`src/hdl/core_defs.svh`:
```
`ifndef CORE_DEFS_SVH
`define CORE_DEFS_SVH
// Timing
`define CLK_PER_CYCLE   3'h4
`define PHASE_LAST      2'h3
// Reset values
`define RST_PC          13'h0000
`define RST_BYTE        8'h00
`define RST_SP          4'h0
// Special data memory address of the program counter low byte
`define ADDR_PCL        8'h02
// Instruction field positions (16-bit word)
`define OP_HI           15
`define OP_LO           10
`define BIT_HI          9
`define BIT_LO          7
`define ADR_HI          7
`define ADR_LO          0
`define JADR_HI         12
`define JADR_LO         0
// Opcodes (6-bit major)
`define OP_NOP          6'h00
`define OP_SZ           6'h01
`define OP_SZA          6'h02
`define OP_SZB          6'h03
`define OP_SNZB         6'h04
`define OP_SIZ          6'h05
`define OP_SDZ          6'h06
`define OP_INCREMENT_TO_ACC_SKIP_IF_ZERO         6'h07
`define OP_DECREMENT_TO_ACC_SKIP_IF_ZERO         6'h08
`define OP_CALL         6'h09
`define OP_JMP          6'h0A
`define OP_RET          6'h0B
`define OP_RETA         6'h0C
`define OP_INTERRUPT_RETURN         6'h0D
`define OP_TRDC         6'h0E
`define OP_TRDL         6'h0F
`define OP_CLR          6'h10
`define OP_CLRB         6'h11
`define OP_SWAP         6'h12
`define OP_NIBBLE_EXCHANGE_TO_ACC        6'h13
`define OP_WCLR         6'h14
`define OP_WPRE1        6'h15
`define OP_WPRE2        6'h16
`define OP_HALT         6'h17
`define OP_ADD          6'h18
`define OP_ADD_TO_MEMORY         6'h19
`define OP_ADDI         6'h1A
`define OP_ADC          6'h1B
`define OP_ADD_WITH_CARRY_TO_MEMORY         6'h1C
`define OP_AND          6'h1D
`define OP_BITWISE_AND_TO_MEMORY         6'h1E
`define OP_ANDI         6'h1F
`define LAST_PAGE       5'h1F
`endif

```
`src/hdl/core_pkg.sv`:
```
package core_pkg;
  typedef enum logic [1:0] {ST_RUN, ST_EXTRA, ST_HALTED} state_e;
  typedef struct packed {
    logic ov;
    logic z;
    logic ac;
    logic c;
    logic to;
    logic power_down_flag;
  } flags_s;
  typedef struct packed {
    logic       we;
    logic [7:0] addr;
    logic [7:0] wdata;
  } dmem_req_s;
endpackage

```
`src/hdl/alu_add.sv`:
```
`timescale 1ns/100ps
module alu_add
  import core_pkg::*;
(
  input  wire logic [7:0] a,
  input  wire logic [7:0] b,
  input  wire logic       cin,
  output logic      [7:0] sum,
  output logic            ov,
  output logic            ac,
  output logic            co
);
  logic [4:0] lo;
  logic [8:0] full;
  // Nibble and full sums give carry out of bit 3 and bit 7
  always_comb begin
    lo   = {1'b0, a[3:0]} + {1'b0, b[3:0]} + {4'h0, cin};
    full = {1'b0, a} + {1'b0, b} + {8'h00, cin};
    sum  = full[7:0];
    co   = full[8];
    ac   = lo[4];
    ov   = (a[7] == b[7]) && (sum[7] != a[7]);
  end
endmodule // alu_add

```
`src/hdl/ret_stack.sv`:
```
`timescale 1ns/100ps
`include "core_defs.svh"
module ret_stack
  import core_pkg::*;
#(
  parameter int DEPTH = 16,
  parameter int AW    = 13
)(
  input  wire logic          clk,
  input  wire logic          ce,
  input  wire logic          push,
  input  wire logic [AW-1:0] wdata,
  input  wire logic [3:0]    waddr,
  input  wire logic [3:0]    raddr,
  output logic      [AW-1:0] rdata
);
  logic [AW-1:0] mem [DEPTH];
  // Registered read keeps the top off any combinational path
  always_ff @(posedge clk) begin
    if (ce) begin
      if (push) begin
        mem[waddr] <= wdata;
      end
      rdata <= mem[raddr];
    end
  end
endmodule // ret_stack

```
`src/hdl/insn_core.sv`:
```
// Local design decisions: strobed register access and the register offsets.
`timescale 1ns/100ps
`include "core_defs.svh"
module insn_core
  import core_pkg::*;
#(
  parameter int WDT_W = 8
)(
  input  wire logic         MCLK,
  input  wire logic         RESET_N,
  input  wire logic         CE,
  input  wire logic [15:0]  PROG_DATA,
  input  wire logic [7:0]   DMEM_RDATA,
  input  wire logic         WAKE,
  input  wire logic         WDT_TICK,
  output logic      [12:0]  PROG_ADDR,
  output logic              DMEM_WE,
  output logic      [7:0]   DMEM_ADDR,
  output logic      [7:0]   DMEM_WDATA,
  output logic      [7:0]   ACC,
  output logic      [7:0]   TABLE_HIGH_LATCH,
  output logic      [5:0]   FLAGS,
  output logic              GLOBAL_INTERRUPT_ENABLE,
  output logic              HALTED,
  output logic [WDT_W-1:0]  WATCHDOG_COUNTER
);

  // All module state in one packed struct
  typedef struct packed {
    state_e           st;
    logic [1:0]       phase;
    logic [12:0]      pc;
    logic [15:0]      ir;
    logic [3:0]       sp;
    logic [7:0]       acc;
    logic [7:0]       tbh;
    flags_s           fl;
    logic             gie;
    logic             pre1;
    logic             pre2;
    logic [WDT_W-1:0] wdt;
    dmem_req_s        dm;
    logic             table_pend;
    logic [12:0]      fetch_addr;
  } core_s;

  core_s s_q, s_d;
  logic [12:0] stk_top;
  logic        stk_push;
  logic [12:0] ret_addr;
  logic [7:0]  add_sum;
  logic        add_ov;
  logic        add_ac;
  logic        add_co;
  logic [7:0]  add_b;
  logic        add_cin;

  // Opcode field decode, shared by the datapath and the assertions
  function automatic logic [5:0] opc(input logic [15:0] w);
    return w[`OP_HI:`OP_LO];
  endfunction

  function automatic logic writes_pcl(input logic [15:0] w);
    return w[`ADR_HI:`ADR_LO] == `ADDR_PCL;
  endfunction

  // Adder operand select: immediate form uses the instruction byte
  always_comb begin
    add_b   = (opc(s_q.ir) == `OP_ADDI) ? s_q.ir[`ADR_HI:`ADR_LO] : DMEM_RDATA;
    add_cin = (opc(s_q.ir) == `OP_ADC || opc(s_q.ir) == `OP_ADD_WITH_CARRY_TO_MEMORY) ? s_q.fl.c : 1'b0;
  end

  alu_add u_add (
    .a   (s_q.acc),
    .b   (add_b),
    .cin (add_cin),
    .sum (add_sum),
    .ov  (add_ov),
    .ac  (add_ac),
    .co  (add_co)
  );

  ret_stack #(.DEPTH(16), .AW(13)) u_stk (
    .clk   (MCLK),
    .ce    (CE),
    .push  (stk_push),
    .wdata (ret_addr),
    .waddr (s_q.sp),
    .raddr (s_q.sp - 4'h1),
    .rdata (stk_top)
  );

  // Push the return address while the call executes, at the old stack pointer; the registered
  // top has settled long before any return can read it
  assign ret_addr = s_q.pc + 13'h0001;
  assign stk_push = (s_q.st == ST_RUN) && (s_q.phase == `PHASE_LAST) && (opc(s_q.ir) == `OP_CALL);

  // Next-state: fetch in phase 0, data memory address in phase 1, execute in last phase
  always_comb begin
    logic [7:0] m;
    logic [7:0] res;
    logic       skip;
    logic       wr;
    logic       extra;
    logic [2:0] bsel;
    m     = DMEM_RDATA;
    res   = `RST_BYTE;
    skip  = 1'b0;
    wr    = 1'b0;
    extra = 1'b0;
    bsel  = s_q.ir[`BIT_HI:`BIT_LO];
    s_d   = s_q;
    s_d.dm.we = 1'b0;
    if (WDT_TICK && s_q.st != ST_HALTED) begin
      s_d.wdt = s_q.wdt + {{(WDT_W-1){1'b0}}, 1'b1};
    end
    s_d.phase = s_q.phase + 2'h1;
    if (s_q.phase == 2'h0 && s_q.st == ST_RUN) begin
      s_d.ir = PROG_DATA;
    end
    if (s_q.phase == 2'h1 && s_q.st == ST_RUN) begin
      s_d.dm.addr = s_q.ir[`ADR_HI:`ADR_LO];
    end
    case (s_q.st)
      ST_HALTED: begin
        s_d.phase = 2'h0;
        if (WAKE) begin
          s_d.st = ST_RUN;
        end
      end
      ST_EXTRA: begin
        // Extra instruction cycle: table fetch data arrives here
        if (s_q.phase == `PHASE_LAST) begin
          if (s_q.table_pend) begin
            s_d.dm.we    = 1'b1;
            s_d.dm.wdata = PROG_DATA[7:0];
            s_d.tbh      = PROG_DATA[15:8];
            s_d.table_pend = 1'b0;
            s_d.st = writes_pcl(s_q.ir) ? ST_EXTRA : ST_RUN;
            if (writes_pcl(s_q.ir)) begin
              s_d.pc = {s_q.pc[12:8], PROG_DATA[7:0]};
            end
          end else begin
            s_d.st = ST_RUN;
          end
        end
      end
      ST_RUN: begin
        if (s_q.phase == `PHASE_LAST) begin
          s_d.pc = s_q.pc + 13'h0001;
          case (opc(s_q.ir))
            `OP_SZ:   skip = (m == 8'h00);
            `OP_SZA: begin
              s_d.acc = m;
              skip    = (m == 8'h00);
            end
            `OP_SZB:  skip = ~m[bsel];
            `OP_SNZB: skip = m[bsel];
            `OP_SIZ, `OP_SDZ: begin
              res  = (opc(s_q.ir) == `OP_SIZ) ? m + 8'h01 : m - 8'h01;
              wr   = 1'b1;
              skip = (res == 8'h00);
            end
            `OP_INCREMENT_TO_ACC_SKIP_IF_ZERO, `OP_DECREMENT_TO_ACC_SKIP_IF_ZERO: begin
              res     = (opc(s_q.ir) == `OP_INCREMENT_TO_ACC_SKIP_IF_ZERO) ? m + 8'h01 : m - 8'h01;
              s_d.acc = res;
              skip    = (res == 8'h00);
            end
            `OP_CALL, `OP_JMP: begin
              s_d.pc = s_q.ir[`JADR_HI:`JADR_LO];
              if (opc(s_q.ir) == `OP_CALL) begin
                s_d.sp = s_q.sp + 4'h1;
              end
              extra = 1'b1;
            end
            `OP_RET, `OP_RETA, `OP_INTERRUPT_RETURN: begin
              s_d.pc = stk_top;
              s_d.sp = s_q.sp - 4'h1;
              extra  = 1'b1;
              if (opc(s_q.ir) == `OP_RETA) begin
                s_d.acc = s_q.ir[`ADR_HI:`ADR_LO];
              end
              if (opc(s_q.ir) == `OP_INTERRUPT_RETURN) begin
                s_d.gie = 1'b1;
              end
            end
            `OP_TRDC, `OP_TRDL: begin
              s_d.table_pend = 1'b1;
              s_d.st = ST_EXTRA;
            end
            `OP_CLR: begin
              res = `RST_BYTE;
              wr  = 1'b1;
            end
            `OP_CLRB: begin
              res       = m;
              res[bsel] = 1'b0;
              wr        = 1'b1;
            end
            `OP_SWAP: begin
              res = {m[3:0], m[7:4]};
              wr  = 1'b1;
            end
            `OP_NIBBLE_EXCHANGE_TO_ACC: s_d.acc = {m[3:0], m[7:4]};
            `OP_WCLR: begin
              s_d.wdt    = '0;
              s_d.fl.to  = 1'b0;
              s_d.fl.power_down_flag = 1'b0;
              s_d.pre1   = 1'b0;
              s_d.pre2   = 1'b0;
            end
            `OP_WPRE1, `OP_WPRE2: begin
              // A lone pre-clear is only remembered
              if ((opc(s_q.ir) == `OP_WPRE1 && s_q.pre2) || (opc(s_q.ir) == `OP_WPRE2 && s_q.pre1)) begin
                s_d.wdt    = '0;
                s_d.fl.to  = 1'b0;
                s_d.fl.power_down_flag = 1'b0;
                s_d.pre1   = 1'b0;
                s_d.pre2   = 1'b0;
              end else if (opc(s_q.ir) == `OP_WPRE1) begin
                s_d.pre1 = 1'b1;
              end else begin
                s_d.pre2 = 1'b1;
              end
            end
            `OP_HALT: begin
              s_d.wdt    = '0;
              s_d.fl.power_down_flag = 1'b1;
              s_d.fl.to  = 1'b0;
              s_d.st     = ST_HALTED;
            end
            `OP_ADD, `OP_ADC, `OP_ADDI, `OP_ADD_TO_MEMORY, `OP_ADD_WITH_CARRY_TO_MEMORY: begin
              res       = add_sum;
              s_d.fl.ov = add_ov;
              s_d.fl.ac = add_ac;
              s_d.fl.c  = add_co;
              s_d.fl.z  = (add_sum == 8'h00);
              if (opc(s_q.ir) == `OP_ADD_TO_MEMORY || opc(s_q.ir) == `OP_ADD_WITH_CARRY_TO_MEMORY) begin
                wr = 1'b1;
              end else begin
                s_d.acc = add_sum;
              end
            end
            `OP_AND, `OP_ANDI, `OP_BITWISE_AND_TO_MEMORY: begin
              res      = s_q.acc & ((opc(s_q.ir) == `OP_ANDI) ? s_q.ir[`ADR_HI:`ADR_LO] : m);
              s_d.fl.z = (res == 8'h00);
              if (opc(s_q.ir) == `OP_BITWISE_AND_TO_MEMORY) begin
                wr = 1'b1;
              end else begin
                s_d.acc = res;
              end
            end
            default: ;
          endcase
          // Memory write and penalties; a write to the low byte refetches
          if (wr) begin
            s_d.dm.we    = 1'b1;
            s_d.dm.wdata = res;
            if (writes_pcl(s_q.ir)) begin
              s_d.pc = {s_q.pc[12:8], res};
              extra  = 1'b1;
            end
          end
          if (skip) begin
            s_d.pc = s_d.pc + 13'h0001;
            extra  = 1'b1;
          end
          if (extra && s_d.st == ST_RUN) begin
            s_d.st = ST_EXTRA;
          end
        end
      end
      default: s_d.st = ST_RUN;
    endcase
    // Overflow beats any clear in the same cycle, so a timeout is never lost
    if (WDT_TICK && s_q.st != ST_HALTED && (&s_q.wdt)) begin
      s_d.fl.to = 1'b1;
    end
    // Fetch address is registered so the pin never shows the table mux
    s_d.fetch_addr = (s_d.st == ST_EXTRA && s_d.table_pend)
                   ? (((opc(s_d.ir) == `OP_TRDL) ? {`LAST_PAGE, 8'h00} : {s_d.pc[12:8], 8'h00}) | {5'h00, s_d.acc})
                   : s_d.pc;
  end

  // Register the whole state; clock enable freezes everything
  always_ff @(posedge MCLK) begin
    if (!RESET_N) begin
      s_q <= '0;
    end else if (CE) begin
      s_q <= s_d;
    end
  end

  // Outputs come straight from the state register
  always_comb begin
    PROG_ADDR               = s_q.fetch_addr;
    DMEM_WE                 = s_q.dm.we;
    DMEM_ADDR               = s_q.dm.addr;
    DMEM_WDATA              = s_q.dm.wdata;
    ACC                     = s_q.acc;
    TABLE_HIGH_LATCH        = s_q.tbh;
    FLAGS                   = s_q.fl;
    GLOBAL_INTERRUPT_ENABLE = s_q.gie;
    HALTED                  = (s_q.st == ST_HALTED);
    WATCHDOG_COUNTER        = s_q.wdt;
  end

  AST_CALL_TWO: assert property (@(posedge MCLK) disable iff (!RESET_N)
    (CE && s_q.st == ST_RUN && s_q.phase == 2'h3 && opc(s_q.ir) == `OP_CALL) |=> (s_q.st == ST_EXTRA))
    else $error("call did not take a second cycle");
  AST_INTERRUPT_RETURN_GIE: assert property (@(posedge MCLK) disable iff (!RESET_N)
    (CE && s_q.st == ST_RUN && s_q.phase == 2'h3 && opc(s_q.ir) == `OP_INTERRUPT_RETURN) |=> s_q.gie)
    else $error("interrupt return left interrupts disabled");
  AST_HALT_FLAGS: assert property (@(posedge MCLK) disable iff (!RESET_N)
    (CE && s_q.st == ST_RUN && s_q.phase == 2'h3 && opc(s_q.ir) == `OP_HALT && !(WDT_TICK && (&s_q.wdt)))
      |=> (s_q.fl.power_down_flag && !s_q.fl.to && HALTED))
    else $error("power-down flags wrong");
  AST_WCLR: assert property (@(posedge MCLK) disable iff (!RESET_N)
    (CE && s_q.st == ST_RUN && s_q.phase == 2'h3 && opc(s_q.ir) == `OP_WCLR) |=> (s_q.wdt == '0 && !s_q.fl.power_down_flag))
    else $error("watchdog clear failed");
  AST_PRE_ALONE: assert property (@(posedge MCLK) disable iff (!RESET_N)
    (CE && s_q.st == ST_RUN && s_q.phase == 2'h3 && opc(s_q.ir) == `OP_WPRE1 && !s_q.pre2)
      |=> (s_q.pre1 && $stable(s_q.fl.power_down_flag)))
    else $error("lone pre-clear changed flags");
  AST_SZ_SKIP: assert property (@(posedge MCLK) disable iff (!RESET_N)
    (CE && s_q.st == ST_RUN && s_q.phase == 2'h3 && opc(s_q.ir) == `OP_SZ && DMEM_RDATA == 8'h00)
      |=> (s_q.st == ST_EXTRA && s_q.pc == $past(s_q.pc) + 13'h0002))
    else $error("skip not taken");
  AST_CLR_MEM: assert property (@(posedge MCLK) disable iff (!RESET_N)
    (CE && s_q.st == ST_RUN && s_q.phase == 2'h3 && opc(s_q.ir) == `OP_CLR) |=> (DMEM_WE && DMEM_WDATA == 8'h00))
    else $error("clear byte did not write zero");
  AST_AND_Z: assert property (@(posedge MCLK) disable iff (!RESET_N)
    (CE && s_q.st == ST_RUN && s_q.phase == 2'h3 && opc(s_q.ir) == `OP_ANDI)
      |=> (s_q.fl.z == (s_q.acc == 8'h00) && $stable(s_q.fl.c)))
    else $error("and flag effect wrong");
endmodule // insn_core

```
`config.mk`:
```
export PLATFORM = sky130hd
export DESIGN_NAME = insn_core
export DESIGN_NICKNAME = d
export VERILOG_FILES = /design/src/hdl/core_pkg.sv /design/src/hdl/alu_add.sv /design/src/hdl/ret_stack.sv /design/src/hdl/insn_core.sv
export VERILOG_INCLUDE_DIRS = /design/src /design/src/hdl
export SDC_FILE = /design/constraint.sdc
export NUM_CORES = 1
export LEC_CHECK = 0
export BUFFER_PORTS_ARGS = -buffer_cell sky130_fd_sc_hd__buf_2
export CAP_MARGIN = 20
export CORE_UTILIZATION = 58
export CTS_BUF_LIST = sky130_fd_sc_hd__clkbuf_4
export CTS_CLUSTER_SIZE = 10
export DETAILED_ROUTE_END_ITERATION = 6
export PLACE_DENSITY = 0.9
export SKIP_CTS_REPAIR_TIMING = 1
export SYNTH_ARGS = -nofsm -noshare
export SYNTH_HDL_FRONTEND = slang
export SYNTH_SLANG_ARGS = --single-unit
export TNS_END_PERCENT = 5
```
`constraint.sdc`:
```
create_clock -name MCLK -period 4.3 [get_ports MCLK]
set_input_delay 0.86 -clock MCLK [delete_from_list [all_inputs] [get_ports MCLK]]
set_output_delay 0.86 -clock MCLK [all_outputs]
set_load 0.01 [all_outputs]
```
## Yosys cells after proc, flatten, opt, wreduce, memory -nomap -nowiden

Memories as Yosys holds them, arrays and structs flattened. A register that Yosys moved wholly into a read port is not among the register bits.
Cells that the tools add are included.

| word-level totals | value |
|---|---|
| memories | 1 |
| bits in writable memories | 208 |
| flip-flop bits (word level) | 101 |

Memory list:

| name | depth | bits a word | read ports | clocked after memory_dff | write ports | line | source |
|---|---|---|---|---|---|---|---|
| u_stk.mem | 16 | 13 | 1 | 1 | 1 | ret_stack.sv:17 | `logic [AW-1:0] mem [DEPTH];` |

| operators by class | value |
|---|---|
| mux-type cells | 85 |
| bitwise gates (word level) | 5 |
| magnitude comparators | 2 |
| add/sub/neg operators | 12 |
| reductions and logical operators | 56 |
| equal/unequal tests | 50 |

Operator list:

| operator | count |
|---|---|
| $mux W8 | 15 |
| $mux W13 | 9 |
| $eq A6 B5 Y1 const B | 16 |
| $pmux W8 S6 | 2 |
| $eq A6 B4 Y1 const B | 9 |
| $pmux W13 S2 | 2 |
| $logic_not A8 Y1 | 5 |
| $reduce_and A5 Y1 | 6 |
| $mux W1 | 29 |
| $mux W9 | 3 |
| $add A13 B1 Y13 const B | 2 |
| $eq A6 B3 Y1 const B | 4 |
| $mux W2 | 9 |
| $pmux W9 S2 | 1 |
| $add A8 B1 Y8 const B | 2 |
| $and A8 B8 Y8 | 2 |
| $mux W16 | 1 |
| $pmux W8 S2 | 1 |
| $reduce_or A5 Y1 | 3 |
| $mux W14 | 1 |
| $reduce_or A2 Y1 | 7 |
| $or A13 B8 Y13 | 1 |
| $eq A6 B2 Y1 const B | 2 |
| $logic_and A1 B1 Y1 | 12 |
| 40 further kinds | 66 |

## Longest topological paths before layout

| logic depth | value |
|---|---|
| depth after elaboration | 18 |
| depth in mapped cells | 19 |

## Cells and area by module

Synthesis repeated with hierarchy kept, for this count alone.

| unflattened totals | value |
|---|---|
| cell total of the unflattened synthesis | 1498 |
| area, all modules | 16961.3 sq um |

Modules (own cells, without submodules):

| module | area each (sq um) | cells an instance | seq. area each (sq um) | times used |
|---|---|---|---|---|
| ret_stack | 8378.0 | 356 | 6636.4 | 1 |
| insn_core | 8259.2 | 1105 | 2021.9 | 1 |
| alu_add | 324.1 | 37 | 0.0 | 1 |

## Worst setup path after synthesis

OpenSTA, ideal clock, no wires.

| timing path | value |
|---|---|
| kind | register to register |
| start | reg s_q[82] (netlist bit) |
| end | reg s_q (netlist bit PROG_ADDR[1]) |
| data required time | 4.181 ns |
| setup slack | -0.201 ns |
| stages on the path, launching flop included | 18 |
| clock period less this slack | 4.501 ns |
| buffers on the path | 3 |
| arrival | 4.382 ns |
| cell sequence | dfxtp_1 -> buf_2 -> buf_1 -> nand3b_1 -> or3_1 -> clkbuf_1 -> mux2i_1 -> fa_1 -> inv_1 -> fa_1 -> a221o_1 -> a2111oi_0 -> mux2i_1 -> ha_1 -> mux2_2 -> a21oi_1 -> a211o_1 -> a21oi_1 |

| between the ends | value |
|---|---|
| longest elaborated chain between the ends | 17 |
| elaborated cells between the ends (all ways) | 95 |
| those cells by class | add/sub (3); eq/ne (29); mux (44); bitwise (2); reduce/logical (17) |

RTL lines:

| what | line | source |
|---|---|---|
| from (decl) | insn_core.sv:47 | `core_s s_q, s_d;` |
| from (signal assigned) | insn_core.sv:288 | `s_q <= '0;` |
| from (signal assigned) | insn_core.sv:290 | `s_q <= s_d;` |
| parallel branches: the longest is 16 deep, another holds $add A13 B1 Y13 | n/a |  |
| $mux W13 * | insn_core.sv:280 | `s_d.fetch_addr = (s_d.st == ST_EXTRA && s_d.table_pend)` |

Mark *: on every way between the ends. The select of a mux whose other input is x is not followed.
A chain may end at the register's enable or synchronous reset.

## Worst setup path after layout

| timing path | value |
|---|---|
| start | reg s_q[83] (netlist bit) |
| end | reg s_q (netlist bit PROG_ADDR[8]) |

The elaborated chain is that of the path after synthesis.

==> results.md <==
* Largest stage delay, worst path at 430 ps
* Overall die width at 172 um
* Sequence of cells on the critical path: nand3b_1, or3_4, buf_4, mux2_2, ha_1, a21o_1, a31oi_1, xnor2_1, a221oi_1, buf_4, a31oi_2, buf_4, nand2_1, nor3_2, nand2_1, xor2_1, a211oi_2
* Relative area change from synthesis to final layout at 13.8%
* Synthesized netlist cell count at 1458
* Flip-flop and latch count after synthesis at 322
* Most frequent CP cell: buf_4
* RSZ-0062 raised after global routing: true
* Setup violators final at 0
* Initial cell density of the core at 0.595
* Die H at 172 um
* Reg-to-reg endpoint: PROG_ADDR[8]$_SDFFE_PN0P_
* Clock-pin transition on the worst setup and hold timing paths at 60 ps
* H-tree levels at 3
* Share of flip-flops with an asynchronous set or reset at 0
* Synth area leaders: edfxtp_1 (40%), dfxtp_1 (12%), mux4_2 (8.9%), a21oi_1 (2.9%), nand2_1 (2.9%)
* EDFF count, synth at 221
* Accumulated negative setup slack at 0 ps
* Clock tree root buffer cell: clkbuf_4
* Switching share of power at 0.265
* Switching Power at 1750 uW
* Routability-driven placement congestion ratio at 1.01
* Cell taking the most area after synthesis: edfxtp_1
* Number of nets in the layout at 1665
* Cell at the slowest stage of the critical path: or3_4
* Measured slew at the worst slew-check pin at 930 ps
* Element type at the critical path end: flip-flop
* Post-synthesis instance area at 16700 um^2
* Number of nets with antenna violations after detailed routing at 0
* Wire length per cell after detailed routing at 26.4 um
* Worst vdd rail ir drop at 399 uV
* Fmax at 240 MHz
* Maximum fanout encountered on the critical timing path at 6
* Antenna violations before repair at 2
* Global route total overflow at 0
* Normalized max-slew margin at 0.378
* Least setup slack across all paths after layout at 129 ps
* Via count at 13658
* Number of library cell types mapped by synthesis at 97
* Internal power component at 4850 uW
* Count of input and output buffers at 90
* GRT Resource Usage Total at 0.378
* Combinational fraction of design power at 0.095
* Tot Pwr at 6600 uW
* Core outline area at 28100 um^2
* Yosys warns at 0
* Required time worst endpoint at 4930 ps
* Fraction of layout instances using a drive strength above 1 at 0.285
* Leakage power at 0.00673 uW
* Period Utilization, post-route at 0.970
* Crit path max-delay family: simple AND/OR/NAND/NOR gates
* Hold Path Sink: s_q[77]$_SDFFE_PN0P_
* Minimum clock period at 4170 ps
* Total power divided by cell area at 347 nW/um^2
* Top-Level Pins at 91
* Vias in the first global route at 13178
* Largest net degree at the start of global routing at 58
* Arrival time of data at the critical path endpoint at 4800 ps
* CTS tree: yes
* Logic depth of the worst register-to-register path at 17
* Most frequent cells in the layout: edfxtp_1 (221), buf_4 (136), nand2_1 (127), clkbuf_4 (122), nor2_1 (114)
* Maximum number of buffers from clock root to sink at 3
* Number of inserted filler cells in the final layout at 2088
* Sequential share of power at 0.513
* Class of the tightest hold or removal check: in -> reg
* Detailed-routing iteration count for the pre-antenna-repair pass at 6
* Buffers & Inverters on Critical Path at 3
* Worst reg2reg path startpoint: s_q[83]$_SDFFE_PN0P_
* Max-capacitance violation count at 0
* Total Die Area at 29500 um^2
* Post-Syn Nets at 1509
* Main flop type after synthesis: edfxtp_1
* Average instance area after synthesis at 11.5 um^2
* TritonCTS buffer count at 81
* Worst Skew at 57.8 ps
* Most common cell after layout, fill and taps aside: edfxtp_1
* Slack of the worst reg-to-reg path at 130 ps
* Number of design-rule violations left by the first detailed-router iteration at 1918
* Crit start category: flip-flop
* Detailed-route vias per instance at 6.64
* Critical path startpoint: s_q[83]$_SDFFE_PN0P_
* Yosys top cell area share at 0.397
* Wire length of the first global-routing pass at 80.7 mm
* Clock Latency Late Sink at 750 ps
* Fin. max-slew vios at 0
* Worst hold stages at 3
* Detailed placement HPWL at 38.9 mm
* Sequential area share after synthesis at 0.519
* Worst setup path category: reg -> reg
* Routed wire length at 54.4 mm
* Status: completed
* DRC Markers at 0
* Launch instance of the worst min-delay path: PROG_DATA[9]
* Number of sinks handled by clock tree synthesis at 322
* Final hold violation count at 0
* Clock network fraction of total power at 0.393
* Number of standard-cell rows in the floorplan at 61
* Post-Place Setup Slack at -34.1 ps
area by class of cell:
| class | count | area, um^2 | share of cell area |
|---|---|---|---|
| sequential | 322 | 8660 | 0.456 |
| tap | 378 | 473 | 0.0249 |
| multi-input combinational | 947 | 7190 | 0.379 |
| clock inverter | 26 | 125 | 0.00659 |
| clock buffer | 121 | 908 | 0.0478 |
| antenna | 1 | 2.50 | 0.000132 |
| inverter | 34 | 128 | 0.00672 |
| timing repair buffer | 228 | 1510 | 0.0793 |
cell usage after synthesis (7+ instances only):
cell type	instances
a211oi_1	21
a21oi_1	98
a221o_1	14
a221oi_1	20
a22oi_1	9
a31oi_1	19
and2_1	7
and3_1	8
buf_1	10
buf_2	14
buf_4	60
clkbuf_1	69
dfxtp_1	101
edfxtp_1	221
ha_1	20
inv_1	33
mux2_2	9
mux2i_1	19
mux4_2	66
nand2_1	127
nand2b_1	16
nand3_1	34
nand3b_1	7
nand4_1	8
nor2_1	114
nor2b_1	11
nor3_1	32
nor3b_1	12
nor4_1	12
o211ai_1	10
o21a_1	8
o21ai_0	62
o22ai_1	7
o31ai_1	7
or3_1	7
xnor2_1	24
xor2_1	21
worst max-delay path by stage:
stage / to / slack, ps / cells past startpoint
2_1_floorplan: PROG_ADDR[7]$_SDFFE_PN0P_ / -100 / 17
3_3_place_gp: PROG_ADDR[9]$_SDFFE_PN0P_ / -60 / 16
3_5_place_dp: PROG_ADDR[8]$_SDFFE_PN0P_ / -30 / 16
4_1_cts: PROG_ADDR[8]$_SDFFE_PN0P_ / -50 / 16
5_1_grt: s_q[88]$_SDFFE_PN0P_ / -20 / 16
6_report: PROG_ADDR[8]$_SDFFE_PN0P_ / 130 / 17
state kept, by name, summed over array words and instances (netlist names):
register                 count
TABLE_HIGH_LATCH             8
DMEM_WDATA                   8
FLAGS                        6
u_stk.rdata                 13
u_stk.mem                  208
WATCHDOG_COUNTER             8
PROG_ADDR                   13
GLOBAL_INTERRUPT_ENABLE      1
DMEM_ADDR                    8
ACC                          8
s_q                         40
DMEM_WE                      1
metrics by stage:
step / hold slack (ps) / cell area, um^2 / util / cells
4_1_cts: 387 / 18900 / 0.672 / 2052
6_report: 413 / 19000 / 0.676 / 2057
2_1_floorplan: 426 / 16700 / - / 1458
5_1_grt: 391 / 19000 / 0.676 / 2057
3_5_place_dp: 445 / 17800 / 0.635 / 1905
3_3_place_gp: 438 / 17800 / 0.635 / 1905
worst register-to-register path: cells and delay by family, from the launching register on:
kind / cells / cell delay (ps)
and+or+nand+nor: 5 / 1120
AOI/OAI and AO/OA: 5 / 1110
buffers and inverters: 3 / 540
xor gates and xnor gates: 2 / 390
adders and majority gates: 1 / 350
DFF: 1 / 310
muxes: 1 / 280
cell families after synthesis:
kind of cell | Yosys count | synth area share
adders and majority gates | 22 | 0.0174
and+or+nand+nor | 435 | 0.132
AOI/OAI and AO/OA | 351 | 0.144
muxes | 94 | 0.106
buffers and inverters | 189 | 0.0579
xor gates and xnor gates | 45 | 0.0236
DFF | 322 | 0.519
per-layer routing:
layer,global-route usage,wire length (um)
met5,0,13
met4,0.206,2920
met3,0.0729,4940
met2,0.632,26200
met1,0.461,20300
power by group through the flow:
stage | sequential [uW] | combinational [uW] | clock [uW]
2_1_floorplan | 3420 | 377 | 0
3_3_place_gp | 3450 | 588 | 0
3_5_place_dp | 3450 | 593 | 0
4_1_cts | 3380 | 597 | 2620
5_1_grt | 3380 | 660 | 2750
6_report | 3380 | 625 | 2590
Note: power is estimated with default switching activity, not from simulation.
